--- src/logic/ldorc_params.svh ---
// constants for the regulator control register bank
`ifndef LDORC_PARAMS_SVH
`define LDORC_PARAMS_SVH

`define LDORC_NUM_CH        3
`define LDORC_ADDR_W        8
`define LDORC_DATA_W        32
`define LDORC_BYTE_W        8
`define LDORC_ADDR_A_VOLT   8'h54
`define LDORC_ADDR_A_CTRL   8'h55
`define LDORC_ADDR_B_VOLT   8'h60
`define LDORC_ADDR_B_CTRL   8'h61
`define LDORC_ADDR_C_VOLT   8'h64
`define LDORC_ADDR_C_CTRL   8'h65
`define LDORC_BIT_ENABLE    7
`define LDORC_BIT_DISCH     6
`define LDORC_BIT_LOW_QUIESCENT_SELECT     5
`define LDORC_DLY_HI        4
`define LDORC_DLY_LO        2
`define LDORC_BIT_FLTEN     1
`define LDORC_BIT_PGOOD     0
`define LDORC_OUTPUT_VOLTAGE_CODE_HI       5
`define LDORC_OUTPUT_VOLTAGE_CODE_W        6
`define LDORC_DLY_W         3
`define LDORC_OUTPUT_VOLTAGE_CODE_RST      6'h00
`define LDORC_DLY_RST       3'h0
`define LDORC_UNMAPPED_RD   32'h0000_0000

`endif

--- src/logic/ldorc_pkg.sv ---
// types shared by the regulator control register bank
`include "ldorc_params.svh"
package ldorc_pkg;
    typedef logic [`LDORC_ADDR_W-1:0] ldorc_addr_t;
    typedef logic [`LDORC_DATA_W-1:0] ldorc_data_t;
    typedef logic [`LDORC_NUM_CH-1:0] ldorc_chvec_t;
    typedef struct packed {
        logic                     enable;
        logic                     dischEn;
        logic                     low_quiescent_select;
        logic [`LDORC_DLY_W-1:0]  delayCode;
        logic                     faultIntEn;
        logic [`LDORC_OUTPUT_VOLTAGE_CODE_W-1:0] voltCode;
    } ldorc_chan_t;
    typedef enum logic [1:0] {
        LDORC_IDLE,
        LDORC_ANSWER,
        LDORC_DONE
    } ldorc_bus_state_t;
endpackage

--- src/logic/ldorc_sync_if.sv ---
// interface carrying raw and synchronised regulator status between modules
`timescale 1ns/1ps
`default_nettype none
`include "ldorc_params.svh"
interface ldorc_sync_if;
    logic [`LDORC_NUM_CH-1:0] pgoodRaw;
    logic [`LDORC_NUM_CH-1:0] faultRaw;
    logic [`LDORC_NUM_CH-1:0] pgoodSync;
    logic [`LDORC_NUM_CH-1:0] faultSync;
    modport sync (input pgoodRaw, input faultRaw, output pgoodSync, output faultSync);
    modport user (output pgoodRaw, output faultRaw, input pgoodSync, input faultSync);
endinterface
`default_nettype wire

--- src/logic/ldorc_sync.sv ---
// two-stage synchronisers for analog power-good and fault comparators
`timescale 1ns/1ps
`default_nettype none
`include "ldorc_params.svh"
module ldorc_sync (
    input  wire logic    clk_sys,
    input  wire logic    rst_n,
    ldorc_sync_if.sync   syncIf
);
    logic [`LDORC_NUM_CH-1:0] pgMeta_r;
    logic [`LDORC_NUM_CH-1:0] pgMeta_nxt;
    logic [`LDORC_NUM_CH-1:0] pgSafe_r;
    logic [`LDORC_NUM_CH-1:0] pgSafe_nxt;
    logic [`LDORC_NUM_CH-1:0] ftMeta_r;
    logic [`LDORC_NUM_CH-1:0] ftMeta_nxt;
    logic [`LDORC_NUM_CH-1:0] ftSafe_r;
    logic [`LDORC_NUM_CH-1:0] ftSafe_nxt;

    // first stage feeds only the second stage
    always_comb begin
        pgMeta_nxt = syncIf.pgoodRaw;
        pgSafe_nxt = pgMeta_r;
        ftMeta_nxt = syncIf.faultRaw;
        ftSafe_nxt = ftMeta_r;
    end

    always_ff @(posedge clk_sys) begin
        if (!rst_n) begin
            pgMeta_r <= '0;
            pgSafe_r <= '0;
            ftMeta_r <= '0;
            ftSafe_r <= '0;
        end else begin
            pgMeta_r <= pgMeta_nxt;
            pgSafe_r <= pgSafe_nxt;
            ftMeta_r <= ftMeta_nxt;
            ftSafe_r <= ftSafe_nxt;
        end
    end

    assign syncIf.pgoodSync = pgSafe_r;
    assign syncIf.faultSync = ftSafe_r;
endmodule
`default_nettype wire

--- src/logic/ldorc_regs.sv ---
// control and status register bank for three linear regulator channels
// Function
// - control bit 7 turns the regulator on or off; read/write
// - bit 6 set and regulator off drives the 1.5k discharge path
// - bit 5 selects low-power mode when set, normal mode when clear
// - bits 4:2 hold a read/write three-bit turn-on delay code
// - bit 1 lets channel faults raise an interrupt; clear blocks them
// - bit 0 reads 1 while output is above power-good threshold
// - voltage register bits 5:0 hold read/write output voltage code
// - voltage register bits 7:6 are reserved, read-only, writes ignored
// - voltage/control pairs decode at 0x54/55, 0x60/61, 0x64/65
`timescale 1ns/1ps
`default_nettype none
`include "ldorc_params.svh"
module ldorc_regs (
    input  wire logic                clk_sys,
    input  wire logic                rst_n,
    input  wire ldorc_pkg::ldorc_addr_t avs_address,
    input  wire logic                avs_read,
    input  wire logic                avs_write,
    input  wire ldorc_pkg::ldorc_data_t avs_writedata,
    input  wire logic [3:0]          avs_byteenable,
    output var  ldorc_pkg::ldorc_data_t avs_readdata,
    output var  logic                avs_waitrequest,
    output var  logic                avs_response_err,
    input  wire ldorc_pkg::ldorc_chvec_t pgood_comp,
    input  wire ldorc_pkg::ldorc_chvec_t fault_comp,
    output var  ldorc_pkg::ldorc_chvec_t ldo_enable,
    output var  ldorc_pkg::ldorc_chvec_t ldo_discharge,
    output var  ldorc_pkg::ldorc_chvec_t ldo_low_iq,
    output var  logic [3*`LDORC_DLY_W-1:0]  ldo_delay_code,
    output var  logic [3*`LDORC_OUTPUT_VOLTAGE_CODE_W-1:0] ldo_voltage_code,
    output var  logic                fault_irq
);
    import ldorc_pkg::*;

    ldorc_sync_if syncIf ();

    assign syncIf.pgoodRaw = pgood_comp;
    assign syncIf.faultRaw = fault_comp;

    ldorc_sync uSync (
        .clk_sys (clk_sys),
        .rst_n   (rst_n),
        .syncIf  (syncIf)
    );

    ////////////////////////////////////////////////////////////////////////////
    // address decode: channel index and which register of the pair

    function automatic logic [3:0] decodeAddr(input ldorc_addr_t addr);
        // returns {hit, isCtrl, chan[1:0]}
        case (addr)
            `LDORC_ADDR_A_VOLT: decodeAddr = 4'h8;
            `LDORC_ADDR_A_CTRL: decodeAddr = 4'hc;
            `LDORC_ADDR_B_VOLT: decodeAddr = 4'h9;
            `LDORC_ADDR_B_CTRL: decodeAddr = 4'hd;
            `LDORC_ADDR_C_VOLT: decodeAddr = 4'ha;
            `LDORC_ADDR_C_CTRL: decodeAddr = 4'he;
            default:            decodeAddr = 4'h0;
        endcase
    endfunction

    function automatic logic [`LDORC_BYTE_W-1:0] ctrlByte(input ldorc_chan_t c,
                                                           input logic pg);
        ctrlByte = {c.enable, c.dischEn, c.low_quiescent_select, c.delayCode, c.faultIntEn, pg};
    endfunction

    ////////////////////////////////////////////////////////////////////////////
    // register state

    ldorc_chan_t      chan_r [`LDORC_NUM_CH];
    ldorc_chan_t      chan_nxt [`LDORC_NUM_CH];
    ldorc_bus_state_t busState_r;
    ldorc_bus_state_t busState_nxt;
    ldorc_data_t      rdData_r;
    ldorc_data_t      rdData_nxt;
    logic             wait_r;
    logic             wait_nxt;
    logic             err_r;
    logic             err_nxt;

    logic [3:0]       dec;
    logic [1:0]       decCh;
    logic [`LDORC_BYTE_W-1:0] wByte;

    assign dec   = decodeAddr(avs_address);
    assign decCh = dec[1:0];
    assign wByte = avs_writedata[`LDORC_BYTE_W-1:0];

    // one wait state: request sampled in IDLE, answered the next cycle
    always_comb begin
        busState_nxt = busState_r;
        rdData_nxt   = rdData_r;
        wait_nxt     = 1'b1;
        err_nxt      = 1'b0;
        for (int i = 0; i < `LDORC_NUM_CH; i++) begin
            chan_nxt[i] = chan_r[i];
        end
        case (busState_r)
            LDORC_IDLE: begin
                if (avs_read || avs_write) begin
                    busState_nxt = LDORC_ANSWER;
                    wait_nxt     = 1'b0;
                    err_nxt      = !dec[3];
                    rdData_nxt   = `LDORC_UNMAPPED_RD;
                    if (avs_read && dec[3]) begin
                        if (dec[2]) begin
                            rdData_nxt[`LDORC_BYTE_W-1:0] =
                                ctrlByte(chan_r[decCh], syncIf.pgoodSync[decCh]);
                        end else begin
                            // reserved bits 7:6 read as zero
                            rdData_nxt[`LDORC_OUTPUT_VOLTAGE_CODE_HI:0] = chan_r[decCh].voltCode;
                        end
                    end
                    // write lands on the edge where waitrequest is seen low
                end
            end
            LDORC_ANSWER: begin
                busState_nxt = LDORC_DONE;
                if (avs_write && dec[3] && avs_byteenable[0]) begin
                    if (dec[2]) begin
                        chan_nxt[decCh].enable     = wByte[`LDORC_BIT_ENABLE];
                        chan_nxt[decCh].dischEn    = wByte[`LDORC_BIT_DISCH];
                        chan_nxt[decCh].low_quiescent_select      = wByte[`LDORC_BIT_LOW_QUIESCENT_SELECT];
                        chan_nxt[decCh].delayCode  =
                            wByte[`LDORC_DLY_HI:`LDORC_DLY_LO];
                        chan_nxt[decCh].faultIntEn = wByte[`LDORC_BIT_FLTEN];
                        // bit 0 is live status; write data there is dropped
                    end else begin
                        // bits 7:6 of write data are dropped
                        chan_nxt[decCh].voltCode = wByte[`LDORC_OUTPUT_VOLTAGE_CODE_HI:0];
                    end
                end
            end
            LDORC_DONE: begin
                // gap cycle lets the master drop its request
                busState_nxt = LDORC_IDLE;
            end
            default: begin
                busState_nxt = LDORC_IDLE;
            end
        endcase
    end

    always_ff @(posedge clk_sys) begin
        if (!rst_n) begin
            busState_r <= LDORC_IDLE;
            rdData_r   <= '0;
            wait_r     <= 1'b1;
            err_r      <= 1'b0;
            for (int i = 0; i < `LDORC_NUM_CH; i++) begin
                chan_r[i] <= '{1'b0, 1'b0, 1'b0, `LDORC_DLY_RST, 1'b0, `LDORC_OUTPUT_VOLTAGE_CODE_RST};
            end
        end else begin
            busState_r <= busState_nxt;
            rdData_r   <= rdData_nxt;
            wait_r     <= wait_nxt;
            err_r      <= err_nxt;
            for (int i = 0; i < `LDORC_NUM_CH; i++) begin
                chan_r[i] <= chan_nxt[i];
            end
        end
    end

    ////////////////////////////////////////////////////////////////////////////
    // regulator side outputs, registered

    ldorc_chvec_t enNxt;
    ldorc_chvec_t dischNxt;
    ldorc_chvec_t lowIqNxt;
    logic [3*`LDORC_DLY_W-1:0]  dlyNxt;
    logic [3*`LDORC_OUTPUT_VOLTAGE_CODE_W-1:0] vNxt;
    logic         irqNxt;

    always_comb begin
        irqNxt = 1'b0;
        dlyNxt = '0;
        vNxt   = '0;
        for (int i = 0; i < `LDORC_NUM_CH; i++) begin
            enNxt[i]    = chan_r[i].enable;
            // discharge only while the channel is shut down
            dischNxt[i] = chan_r[i].dischEn && !chan_r[i].enable;
            lowIqNxt[i] = chan_r[i].low_quiescent_select;
            dlyNxt[i*`LDORC_DLY_W +: `LDORC_DLY_W]   = chan_r[i].delayCode;
            vNxt[i*`LDORC_OUTPUT_VOLTAGE_CODE_W +: `LDORC_OUTPUT_VOLTAGE_CODE_W]   = chan_r[i].voltCode;
            // level interrupt: follows the fault while it lasts, no sticky state
            irqNxt = irqNxt || (chan_r[i].faultIntEn && syncIf.faultSync[i]);
        end
    end

    always_ff @(posedge clk_sys) begin
        if (!rst_n) begin
            ldo_enable       <= '0;
            ldo_discharge    <= '0;
            ldo_low_iq       <= '0;
            ldo_delay_code   <= '0;
            ldo_voltage_code <= '0;
            fault_irq        <= 1'b0;
        end else begin
            ldo_enable       <= enNxt;
            ldo_discharge    <= dischNxt;
            ldo_low_iq       <= lowIqNxt;
            ldo_delay_code   <= dlyNxt;
            ldo_voltage_code <= vNxt;
            fault_irq        <= irqNxt;
        end
    end

    assign avs_readdata     = rdData_r;
    assign avs_waitrequest  = wait_r;
    assign avs_response_err = err_r;
endmodule
`default_nettype wire

--- config.mk ---
export PLATFORM = sky130hd
export DESIGN_NAME = ldorc_regs
export DESIGN_NICKNAME = d
export VERILOG_FILES = /design/src/logic/ldorc_pkg.sv /design/src/logic/ldorc_sync_if.sv /design/src/logic/ldorc_sync.sv /design/src/logic/ldorc_regs.sv
export VERILOG_INCLUDE_DIRS = /design/src /design/src/logic
export SDC_FILE = /design/constraint.sdc
export NUM_CORES = 1
export LEC_CHECK = 0
export BUFFER_PORTS_ARGS = -buffer_cell sky130_fd_sc_hd__clkbuf_2
export CAP_MARGIN = 40
export CORE_MARGIN = 2
export CORE_UTILIZATION = 25
export DETAILED_ROUTE_END_ITERATION = 10
export GPL_ROUTABILITY_DRIVEN = 0
export GPL_TIMING_DRIVEN = 0
export PLACE_DENSITY_LB_ADDON = 0.2
export SYNTH_ARGS = -nofsm -noshare
export SYNTH_HDL_FRONTEND = slang
export SYNTH_HIERARCHICAL = 1
export SYNTH_SLANG_ARGS = --single-unit
--- constraint.sdc ---
create_clock -name clk_sys -period 1.9 [get_ports clk_sys]
set_clock_uncertainty 0.1 [all_clocks]
set_input_delay 0.095 -clock clk_sys [delete_from_list [all_inputs] [get_ports clk_sys]]
set_output_delay 0.095 -clock clk_sys [all_outputs]
set_load 0.05 [all_outputs]
---- Yosys cells after proc, flatten, opt, wreduce, memory -nomap -nowiden ----
Memories as Yosys holds them, arrays and structs flattened.
Cells that the tools add are included.
word-level totals
  memories ................................ 1
  word-level logic and storage cells ...... 86
  output and inout port bits .............. 71
  register bits ........................... 61
  bits of input ports ..................... 54
  memory bits (writable) .................. 39
cells by class
  multiplexer cells ....................... 35
  equal/unequal tests ..................... 8
  bitwise operators ....................... 4
  reductions and logical operators ........ 21
  magnitude comparators ................... 3
memories
  memory  words  width  rd ports  clocked after memory_dff  wr ports  line              text
  chan_r  3      13     4         0                         3         ldorc_regs.sv:72  ldorc_chan_t chan_r [`LDORC_NUM_CH];
operators with widths
  cell                                                  count
  bitwise mux 39 bit                                    6
  demux 13 bit (select 2 bit)                           6
  2-to-1 mux 39 bit                                     3
  2-to-1 mux 13 bit                                     4
  equality test 8 x 7 -> 1 bit (second input constant)  6
  one-hot mux 4 bit (6 select lines)                    1
  2-to-1 mux 12 bit                                     1
  2-to-1 mux 6 bit                                      2
  2-to-1 mux 11 bit                                     1
  logical AND 1 bit                                     10
  2-to-1 mux 10 bit                                     1
  2-to-1 mux 8 bit                                      1
  2-to-1 mux 7 bit                                      1
  zero test 1 bit                                       4
  2-to-1 mux 1 bit                                      4
  2-to-1 mux 2 bit                                      2
  one-hot mux 2 bit (2 select lines)                    1
  AND reduction 2 bit                                   2
  >= comparator 3 bit (second input constant)           1
  logical OR 1 bit                                      3
  < comparator 2 x 3 -> 1 bit (second input constant)   1
  < comparator 3 x 1 -> 1 bit (second input constant)   1
  NOT 2 -> 3 bit                                        1
  bitwise OR 1 bit                                      3
  5 further kinds                                       5

---- Depth between registers and ports, before layout ----
Gate-level depths: netlist of the first run.
  depth in word-level cells ............... 16
  mapped depth ............................ 6
  gate-level depth less buffers ........... 4

---- By module ----
The synthesis of the first run kept the hierarchy.
modules (own cells, without submodules)
  module      seq. area each (µm²)  area each (µm²)  cells each  instances
  ldorc_regs  1761.7                3503.4           373         1
  ldorc_sync  240.2                 336.6            25          1

---- Worst setup path after synthesis of the first run ----
Ideal clock, no wire load.
  path kind ............................... reg2reg
  start point ............................. register busState_r[0]
  end point ............................... register rdData_r[5] (netlist: avs_readdata[5])
  path slack .............................. 0.357 ns
  arrival time ............................ 1.372 ns
  stages on the path, launching flop included .. 5
  setup time .............................. 0.070 ns
  clock period less this slack ............ 1.543 ns
  data required time ...................... 1.730 ns
  path buffers ............................ 0
  path through ............................ dfxtp_1 or4bb_1 a211oi_4 o41ai_1 o2bb2ai_1
on the way
  word-level cells in the longest chain between the ends .. 2
ends and longest elaborated chain
  element                               line               text
  start: declaration                    ldorc_regs.sv:74   ldorc_bus_state_t busState_r;
  start signal: assignment              ldorc_regs.sv:156  busState_r <= busState_nxt;
  zero test 2 bit                       ldorc_regs.sv:100  case (busState_r)
  AND reduction 2 bit (no source line)  -
  end signal: assignment                ldorc_regs.sv:157  rdData_r <= rdData_nxt;
  end: declaration                      ldorc_regs.sv:76   ldorc_data_t rdData_r;
Every way passes these cells.
A chain may end at the register's enable or synchronous reset.

---- Final worst setup path of the first run ----
Ends and elaborated chain as after synthesis.

==> results.tsv, run 1 <==
metric	value	unit
Slew @ Worst Pin	626	ps
die outline width	128	um
Die Y	128	um
Syn Area/Cell	9.65	sq um
post-synthesis adder-cell area fraction	0	
Global Route Usage Sum	0.140	
Max IR drop VDD	0.417	mV
total number of yosys warnings	6	
CTS sink count	100	
first-pass GRT wire length	17200	um
largest net degree at the start of global routing	16	
initial antenna violation count	0	
Seq/Total Area, Yosys	0.521	
FILL cells	1597	
vias in the first global route	3160	
RSZ-0062 raised after global routing	no	
share of cells above drive strength 1	0.270	
count of cell types in the netlist	43	
post-synthesis compound-gate area fraction	0.182	
final worst setup slack	121	ps
top cell type's share of synthesized area	0.521	
post-synthesis xor/xnor area fraction	0	
Starting Density	0.254	
Overall Power	4570	uW
Worst EP arrival	1960	ps
Placed Area	0.00452	sq mm
synthesized area	0.00384	sq mm
CP bufs+invs	0	
Crit. End Element	flop	
Min-Delay Path Class	in2reg	
total CTS buffers	9	
FFs w/ async S/R, synth	0	
final setup TNS	0	ps
Final ANT Viol Nets	0	
FMAX	562	MHz
critical setup path kind	reg2reg	
CP max stage cell	or4bb_1	
cell accounting for the most synthesized area	dfxtp_1	
DRC Markers	0	
Multi-input gate area	0.00160	sq mm
Setup WS pre-CTS	35.1	ps
CP Cell Sequence	or4bb_1, a211oi_4, o41ai_1, o2bb2ai_1	
leakage power	0.00206	uW
final period utilization	0.936	
clock slew at the register clock pins of the worst setup and hold paths	70	ps
met2 usage	0.222	
TritonCTS clock tree	done	
Final Cell Area	0.00504	sq mm
Main synth FF type	dfxtp_1	
max incr delay on CP	560	ps
CTS max path bufs	2	
DRT Pass-1 Iters	4	
Skew-Pair Late Insertion Delay	350	ps
M3 GR Usage	0.0296	
PwrDens	906	mW/mm^2
kind of cell adding the most delay to the critical path	compound AO/OA/AOI/OAI gates	
final hold violation count	0	
vias per std cell	4.52	
Core Rows	45	
crit path launch type	flop	
GR Util met1	0.180	
busiest layer in global routing	met2	
max-slew violation count	0	
PortBufs	72	
endpoints failing setup	0	
# IOs	125	
Post-synth EDFFs	0	
gr ovfl total	0	
simple-gate share of the synthesized area	0.187	
H-tree depth	3	
Die ar.	0.0164	sq mm
cell count after synthesis	398	
run status	complete, no violations	
Core ar.	0.0151	sq mm
Post-DP HPWL	8150	um
post-synthesis mux area share	0.0241	
most frequent cell after synthesis	dfxtp_1	
#FFs+latches synth	100	
post-DR wirelength/cell	15.5	um
fin crit period	1780	ps
clock tree root buffer cell	clkbuf_16	
top post-synthesis cells by area	dfxtp_1, o21ai_0, and2_1, a21oi_1, nand3_1	
Post CTS Setup Buffer Count	0	
most frequent cells after synthesis	dfxtp_1, o21ai_0, a21oi_1, nand3_1, and2_1	
Req. time, crit path	2080	ps
largest family of logic cells by synthesized area	simple AND/OR/NAND/NOR gates	
critical path fanouts, max	6	
sequential standard cell area	0.00200	sq mm
Vias	3229	
DRT iter0 DRCs	213	
max_slew headroom	0.581	
nets	575	
DRT Wirelength	11000	um
Antenna Cells	0	
area grow syn2layout	31.2	%
MaxCap Viol Count	0	
metal layers:
layer / vias up / routed length (um)
li1: 1608 / -
met1: 1509 / 4980
met2: 98 / 5150
met3: 14 / 686
met4: 0 / 226
met5: - / 0
report_power, final:
group	internal (uW)	total [uW]	switching, uW
sequential	2110	2120	7.15
clock	1260	2060	794
combinational	122	387	265
stage by stage:
| stage | hold WS [ps] | util | std cells |
|---|---|---|---|
| 2_1_floorplan | 122 | - | 421 |
| 3_3_place_gp | 207 | 0.300 | 681 |
| 3_5_place_dp | 205 | 0.300 | 681 |
| 4_1_cts | 0.176 | 0.333 | 714 |
| 5_1_grt | 29.4 | 0.334 | 714 |
| 6_report | 8.82 | 0.334 | 714 |
what timing repair did:
item,4_1_cts,5_1_grt
hold buffers,17,0
setup endpoints to repair,0,33
endpoints found under the hold margin,37,0
resized for setup,0,8
placed cells by master, fill, tap and decap left out, drive strengths merged, types with 17 or more instances in the layout:
cell type	count
dfxtp	100
conb	24
a21oi	41
dlygate4sd3	17
and2	46
nand3	41
clkbuf	101
o21ai	48
buf	36
cell type report:
class,instances,share of cell area
plain buffers,52,0.0634
flip-flops and latches,100,0.398
repair buffers,89,0.105
inverters,3,0.00224
multi-input cells,266,0.318
well taps,188,0.0467
clock inverters,3,0.0134
clock buffers,13,0.0537
state kept, by name (all words and copies together), names as in the netlist, 8 cells and up:
name              cells
avs_readdata          8
chan_r               39
ldo_delay_code        9
ldo_voltage_code     18
worst min-delay path, stage by stage:
cell	delay, ps
clkbuf_2	110
buf_6	120
and2_1	110
worst paths after layout:
kind,depth (start not counted),to,startpoint,slack [ps]
worst min-delay path,3,uSync/ftMeta_r[1],rst_n,9
worst max-delay path,4,avs_readdata[5],busState_r[0],120
worst max register to register,4,avs_readdata[5],busState_r[0],120
worst min register to register,1,uSync/syncIf.pgoodSync[1],uSync/pgMeta_r[1],340
cell families after synthesis:
| group | Yosys count |
|---|---|
| AND/OR/NAND/NOR | 118 |
| multiplexers | 8 |
| other | 1 |
| buffers and inverters | 55 |
| flip-flops | 100 |
| AO/OA/AOI/OAI | 116 |
Note: power is estimated with default switching activity, not from simulation.
==> run 2, diff against run 1 <==
clock period = 1.5 ns   (was 1.9 ns; I/O delays follow)
==> run 2 against run 1 <==
Against the previous run:
- the run now ends with setup timing left
- critical path depth grew 2
- clock power grew 8%
- global-route usage grew 0.62 points
==> results.tsv, run 2 (same netlist as run 1, synthesis figures left out) <==
metric	value	unit
TritonCTS clock tree	done	
CTS sink count	100	
critical path fanouts, max	4	
Req. time, crit path	1620	ps
Hold Path Depth	3	
Die Y	128	um
vias per std cell	4.63	
critical setup path kind	reg2reg	
Antenna Cells	0	
largest net degree at the start of global routing	16	
die outline width	128	um
clock slew at the register clock pins of the worst setup and hold paths	70	ps
CTS max path bufs	2	
gr ovfl total	0	
Slew @ Worst Pin	768	ps
PwrDens	981	mW/mm^2
reg-to-reg endpoint	chan_r[1][6]	
final period utilization	1.05	
Starting Density	0.254	
crit path launch type	flop	
register with the most flip-flops	chan_r	
most frequent cells in the layout	dfxtp_1, clkbuf_2, and2_1	
MaxCap Viol Count	0	
largest registers	chan_r: 39 flops, ldo_voltage_code: 18 flops, ldo_delay_code: 9 flops	
Skew-Pair Late Insertion Delay	360	ps
post-DR wirelength/cell	16.2	um
leakage power	0.00220	uW
nets	591	
DRT Pass-1 Iters	4	
Crit. End Element	flop	
initial antenna violation count	0	
WHS	28.7	ps
DRC Markers	0	
Die ar.	0.0164	sq mm
Min-Delay Path Class	in2reg	
final hold violation count	0	
FF-to-FF path depth	6	
failing checks	setup timing	
DRT iter0 DRCs	230	
Worst EP arrival	1690	ps
DRT Wirelength	11800	um
total CTS buffers	9	
fin crit period	1580	ps
area grow syn2layout	45.3	%
Setup WS pre-CTS	-358	ps
max-slew violation count	0	
PortBufs	72	
first-pass GRT wire length	18100	um
max reg flops	39	
R2R Setup Slk	-80	ps
Worst Hold Path EP	busState_r[0]	
H-tree depth	3	
endpoints failing setup	41	
Core Rows	45	
most common cell after layout, fill and taps aside	dfxtp_1	
run status	finished with violations	
max incr delay on CP	370	ps
clock tree root buffer cell	clkbuf_16	
HP Start	avs_read	
Max IR drop VDD	0.524	mV
vias in the first global route	3336	
FMAX	633	MHz
Post-DP HPWL	8180	um
Final ANT Viol Nets	0	
max_slew headroom	0.488	
share of cells above drive strength 1	0.423	
Global Route Usage Sum	0.146	
CP Cell Sequence	and4b_4, buf_12, nand2b_4, buf_4, o21ai_0, a21oi_2	
Core ar.	0.0151	sq mm
# IOs	125	
final worst setup slack	-78.6	ps
Worst R2R Start	busState_r[1]	
Vias	3382	
CP max stage cell	and4b_4	
RSZ-0062 raised after global routing	yes	
[run 2: cell types whose count changed in the layout (fill, tap and decap cells not counted), sizes merged]
cell and delta:
dlygate4sd3 +3, bufinv -2, buf +11, clkinv +4
clkbuf +1, clkinvlp -1
[run 2: worst max-delay path by stage]
stage,startpoint,to,slack (ps),cells after the start
2_1_floorplan,avs_address[7],avs_readdata[0],8,5
3_3_place_gp,busState_r[1],chan_r[2][3],-400,5
3_5_place_dp,busState_r[1],chan_r[2][3],-360,5
4_1_cts,busState_r[1],avs_readdata[2],-100,4
5_1_grt,busState_r[1],chan_r[1][6],-120,6
6_report,busState_r[1],chan_r[1][6],-80,6
[run 2: repair_timing]
action / 4_1_cts / 5_1_grt
buffers inserted: 8 / 0
pin swaps: 22 / 15
gates resized for setup: 101 / 47
hold buffers: 20 / 0
setup endpoints to repair: 45 / 47
gates cloned: 4 / 1
endpoints found under the hold margin: 45 / 0
[run 2: layout make-up]
type	count	area, sq um
Timing Repair Buffer	105	706
Multi-Input combinational cell	266	1950
Clock inverter	4	23.8
Tap cell	188	235
Buffer	52	398
Inverter	3	11.3
Sequential cell	100	2000
Fill cell	1562	9510
Clock buffer	12	256
[run 2: through the flow]
stage	power, uW	utilization	cells	instance area [sq um]	setup TNS (ps)
2_1_floorplan	3080	-	421	3930	0
3_3_place_gp	3200	0.300	681	4520	-12310
5_1_grt	5650	0.370	730	5580	-3650
4_1_cts	5500	0.356	729	5370	-1160
3_5_place_dp	3200	0.300	681	4520	-12510
6_report	5470	0.370	730	5580	-1370
[run 2: critical path, delay by kind of cell (launching register included)]
kind / cells / cell delay [ps]
buffers and inverters: 2 / 270
DFF: 1 / 330
AOI/OAI and AO/OA: 2 / 290
and+or+nand+nor: 2 / 450
[run 2: routing by layer]
metal,global-route usage,routed length (um),vias up
met5,0,0,-
met4,0.0737,329,0
met3,0.0296,592,20
met2,0.235,5620,106
met1,0.187,5290,1600
li1,-,-,1656
[run 2: report_power, final]
group / switching, uW / internal (uW)
Sequential: 9.57 / 2680
Clock: 1010 / 1210
Combinational: 371 / 188
Total: 1390 / 4080
==> run 3, diff against run 2 <==
CORE_UTILIZATION = 44   (was 25)
SKIP_LAST_GASP = 1   (was default)
TNS_END_PERCENT = 100   (was default)
==> run 3 against run 2 <==
Against the previous run:
- the run still ends with setup timing left
- core utilization is 25 points higher
- cell count fell by 10%
- first-iteration DRC count increased by 38%
- highest routed layer unchanged
==> results.tsv, run 3 (same netlist as run 1, synthesis figures left out) <==
metric	value	unit
run status	finished with violations	
failing checks	setup timing	
CTS max path bufs	2	
Max IR drop VDD	0.581	mV
FMAX	607	MHz
most frequent cells in the layout	dfxtp_1, clkbuf_2, and2_1	
Final ANT Viol Nets	0	
leakage power	0.00214	uW
PwrDens	937	mW/mm^2
critical path fanouts, max	6	
Starting Density	0.447	
nets	595	
initial antenna violation count	0	
H-tree depth	3	
max reg flops	39	
FF-to-FF path depth	5	
Reg power frac	0.539	
Post-DP HPWL	6850	um
Crit. End Element	flop	
Antenna Cells	0	
gr ovfl total	0	
max_slew headroom	0.553	
Skew-Pair Late Insertion Delay	380	ps
vias in the first global route	3281	
die outline width	97.4	um
Worst Hold Path EP	avs_readdata[7]	
Worst R2R Start	busState_r[1]	
Hold Path Depth	3	
reg-to-reg endpoint	chan_r[0][9]	
CTS sink count	100	
DRC Markers	0	
Int Pwr	3640	uW
register with the most flip-flops	chan_r	
Min-Delay Path Class	in2reg	
share of cells above drive strength 1	0.397	
final worst setup slack	-148	ps
final hold violation count	0	
WHS	24.0	ps
Die ar.	0.00949	sq mm
first-pass GRT wire length	16000	um
Core Rows	34	
area grow syn2layout	38.4	%
clock slew at the register clock pins of the worst setup and hold paths	100	ps
endpoints failing setup	41	
Worst EP arrival	1810	ps
Sw Ratio	0.269	
Clock power frac	0.351	
fin crit period	1650	ps
Core ar.	0.00859	sq mm
CP Cell Sequence	and4b_4, nand4_1, clkbuf_8, o21ai_2, a21oi_2	
Global Route Usage Sum	0.212	
DRT iter0 DRCs	317	
vias per std cell	5.33	
Setup WS pre-CTS	-316	ps
Slew @ Worst Pin	671	ps
Vias	3489	
Req. time, crit path	1660	ps
total CTS buffers	9	
PortBufs	72	
DRT Wirelength	10400	um
post-DR wirelength/cell	16.0	um
critical setup path kind	reg2reg	
RSZ-0062 raised after global routing	yes	
most common cell after layout, fill and taps aside	dfxtp_1	
R2R Setup Slk	-150	ps
max incr delay on CP	400	ps
Comb power frac	0.110	
max-slew violation count	0	
# IOs	125	
TritonCTS clock tree	done	
largest net degree at the start of global routing	18	
Overall Power	4980	uW
Die Y	97.4	um
largest registers	chan_r: 39 flops, ldo_voltage_code: 18 flops, ldo_delay_code: 9 flops	
DRT Pass-1 Iters	5	
HP Start	avs_read	
clock tree root buffer cell	clkbuf_8	
final period utilization	1.10	
CP max stage cell	and4b_4	
Net Sw Power	1340	uW
crit path launch type	flop	
MaxCap Viol Count	0	
## run 3: final cells by class
cell class                 count  area, sq um
inverter                       3         11.3
timing repair buffer         109          742
buffer                        52          368
multi-input combinational    266         1850
clock buffer                   9          124
clock inverter                 7         77.6
fill                         752         3280
sequential                   100         2000
tap                          108          135
## run 3: metrics by stage
step,instances,util,TNS (ps),cell area [sq um]
2_1_floorplan,421,-,0,3930
3_3_place_gp,601,0.515,-9490,4420
3_5_place_dp,601,0.515,-10090,4420
4_1_cts,650,0.597,-1770,5130
5_1_grt,654,0.618,-5450,5310
6_report,654,0.618,-3150,5310
## run 3: power by group through the flow
stage / clock, uW / combinational (uW) / sequential (uW)
2_1_floorplan: 0 / 313 / 2760
3_3_place_gp: 0 / 438 / 2750
3_5_place_dp: 0 / 440 / 2750
4_1_cts: 1760 / 515 / 2690
5_1_grt: 1860 / 576 / 2690
6_report: 1750 / 545 / 2690
## run 3: how the worst max path moves through the flow
stage / from / end / cells past startpoint / slack [ps]
after detailed placement: busState_r[1] / chan_r[2][4] / 5 / -320
final: busState_r[1] / chan_r[0][9] / 5 / -150
after CTS: busState_r[1] / avs_readdata[0] / 4 / -100
after floorplan: avs_address[7] / avs_readdata[0] / 5 / 8
after global placement: busState_r[1] / chan_r[2][5] / 5 / -320
after global routing: busState_r[1] / chan_r[0][11] / 5 / -190
## run 3: worst max-delay path: cells and delay by family (launching register included)
family	cells	cell delay, ps
simple gates	2	620
flops	1	340
buf+inv	1	240
compound gates	2	210
## run 3: metal layers
| layer | vias to the layer above | routed length, um | global-route usage | part of all wire |
|---|---|---|---|---|
| li1 | 1659 | - | - | - |
| met1 | 1637 | 4260 | 0.265 | 0.41 |
| met2 | 168 | 5140 | 0.357 | 0.49 |
| met3 | 25 | 769 | 0.0388 | 0.074 |
| met4 | 0 | 274 | 0.0929 | 0.026 |
| met5 | - | 0 | 0 | 0 |
## run 3: what timing repair did
action                                 CTS  global route
pin swaps                               21            15
hold buffers                            23             0
setup endpoints to repair               45            47
resized for setup                       80            47
gates cloned                             3             0
endpoints found under the hold margin   53             0
setup buffers                            7             4
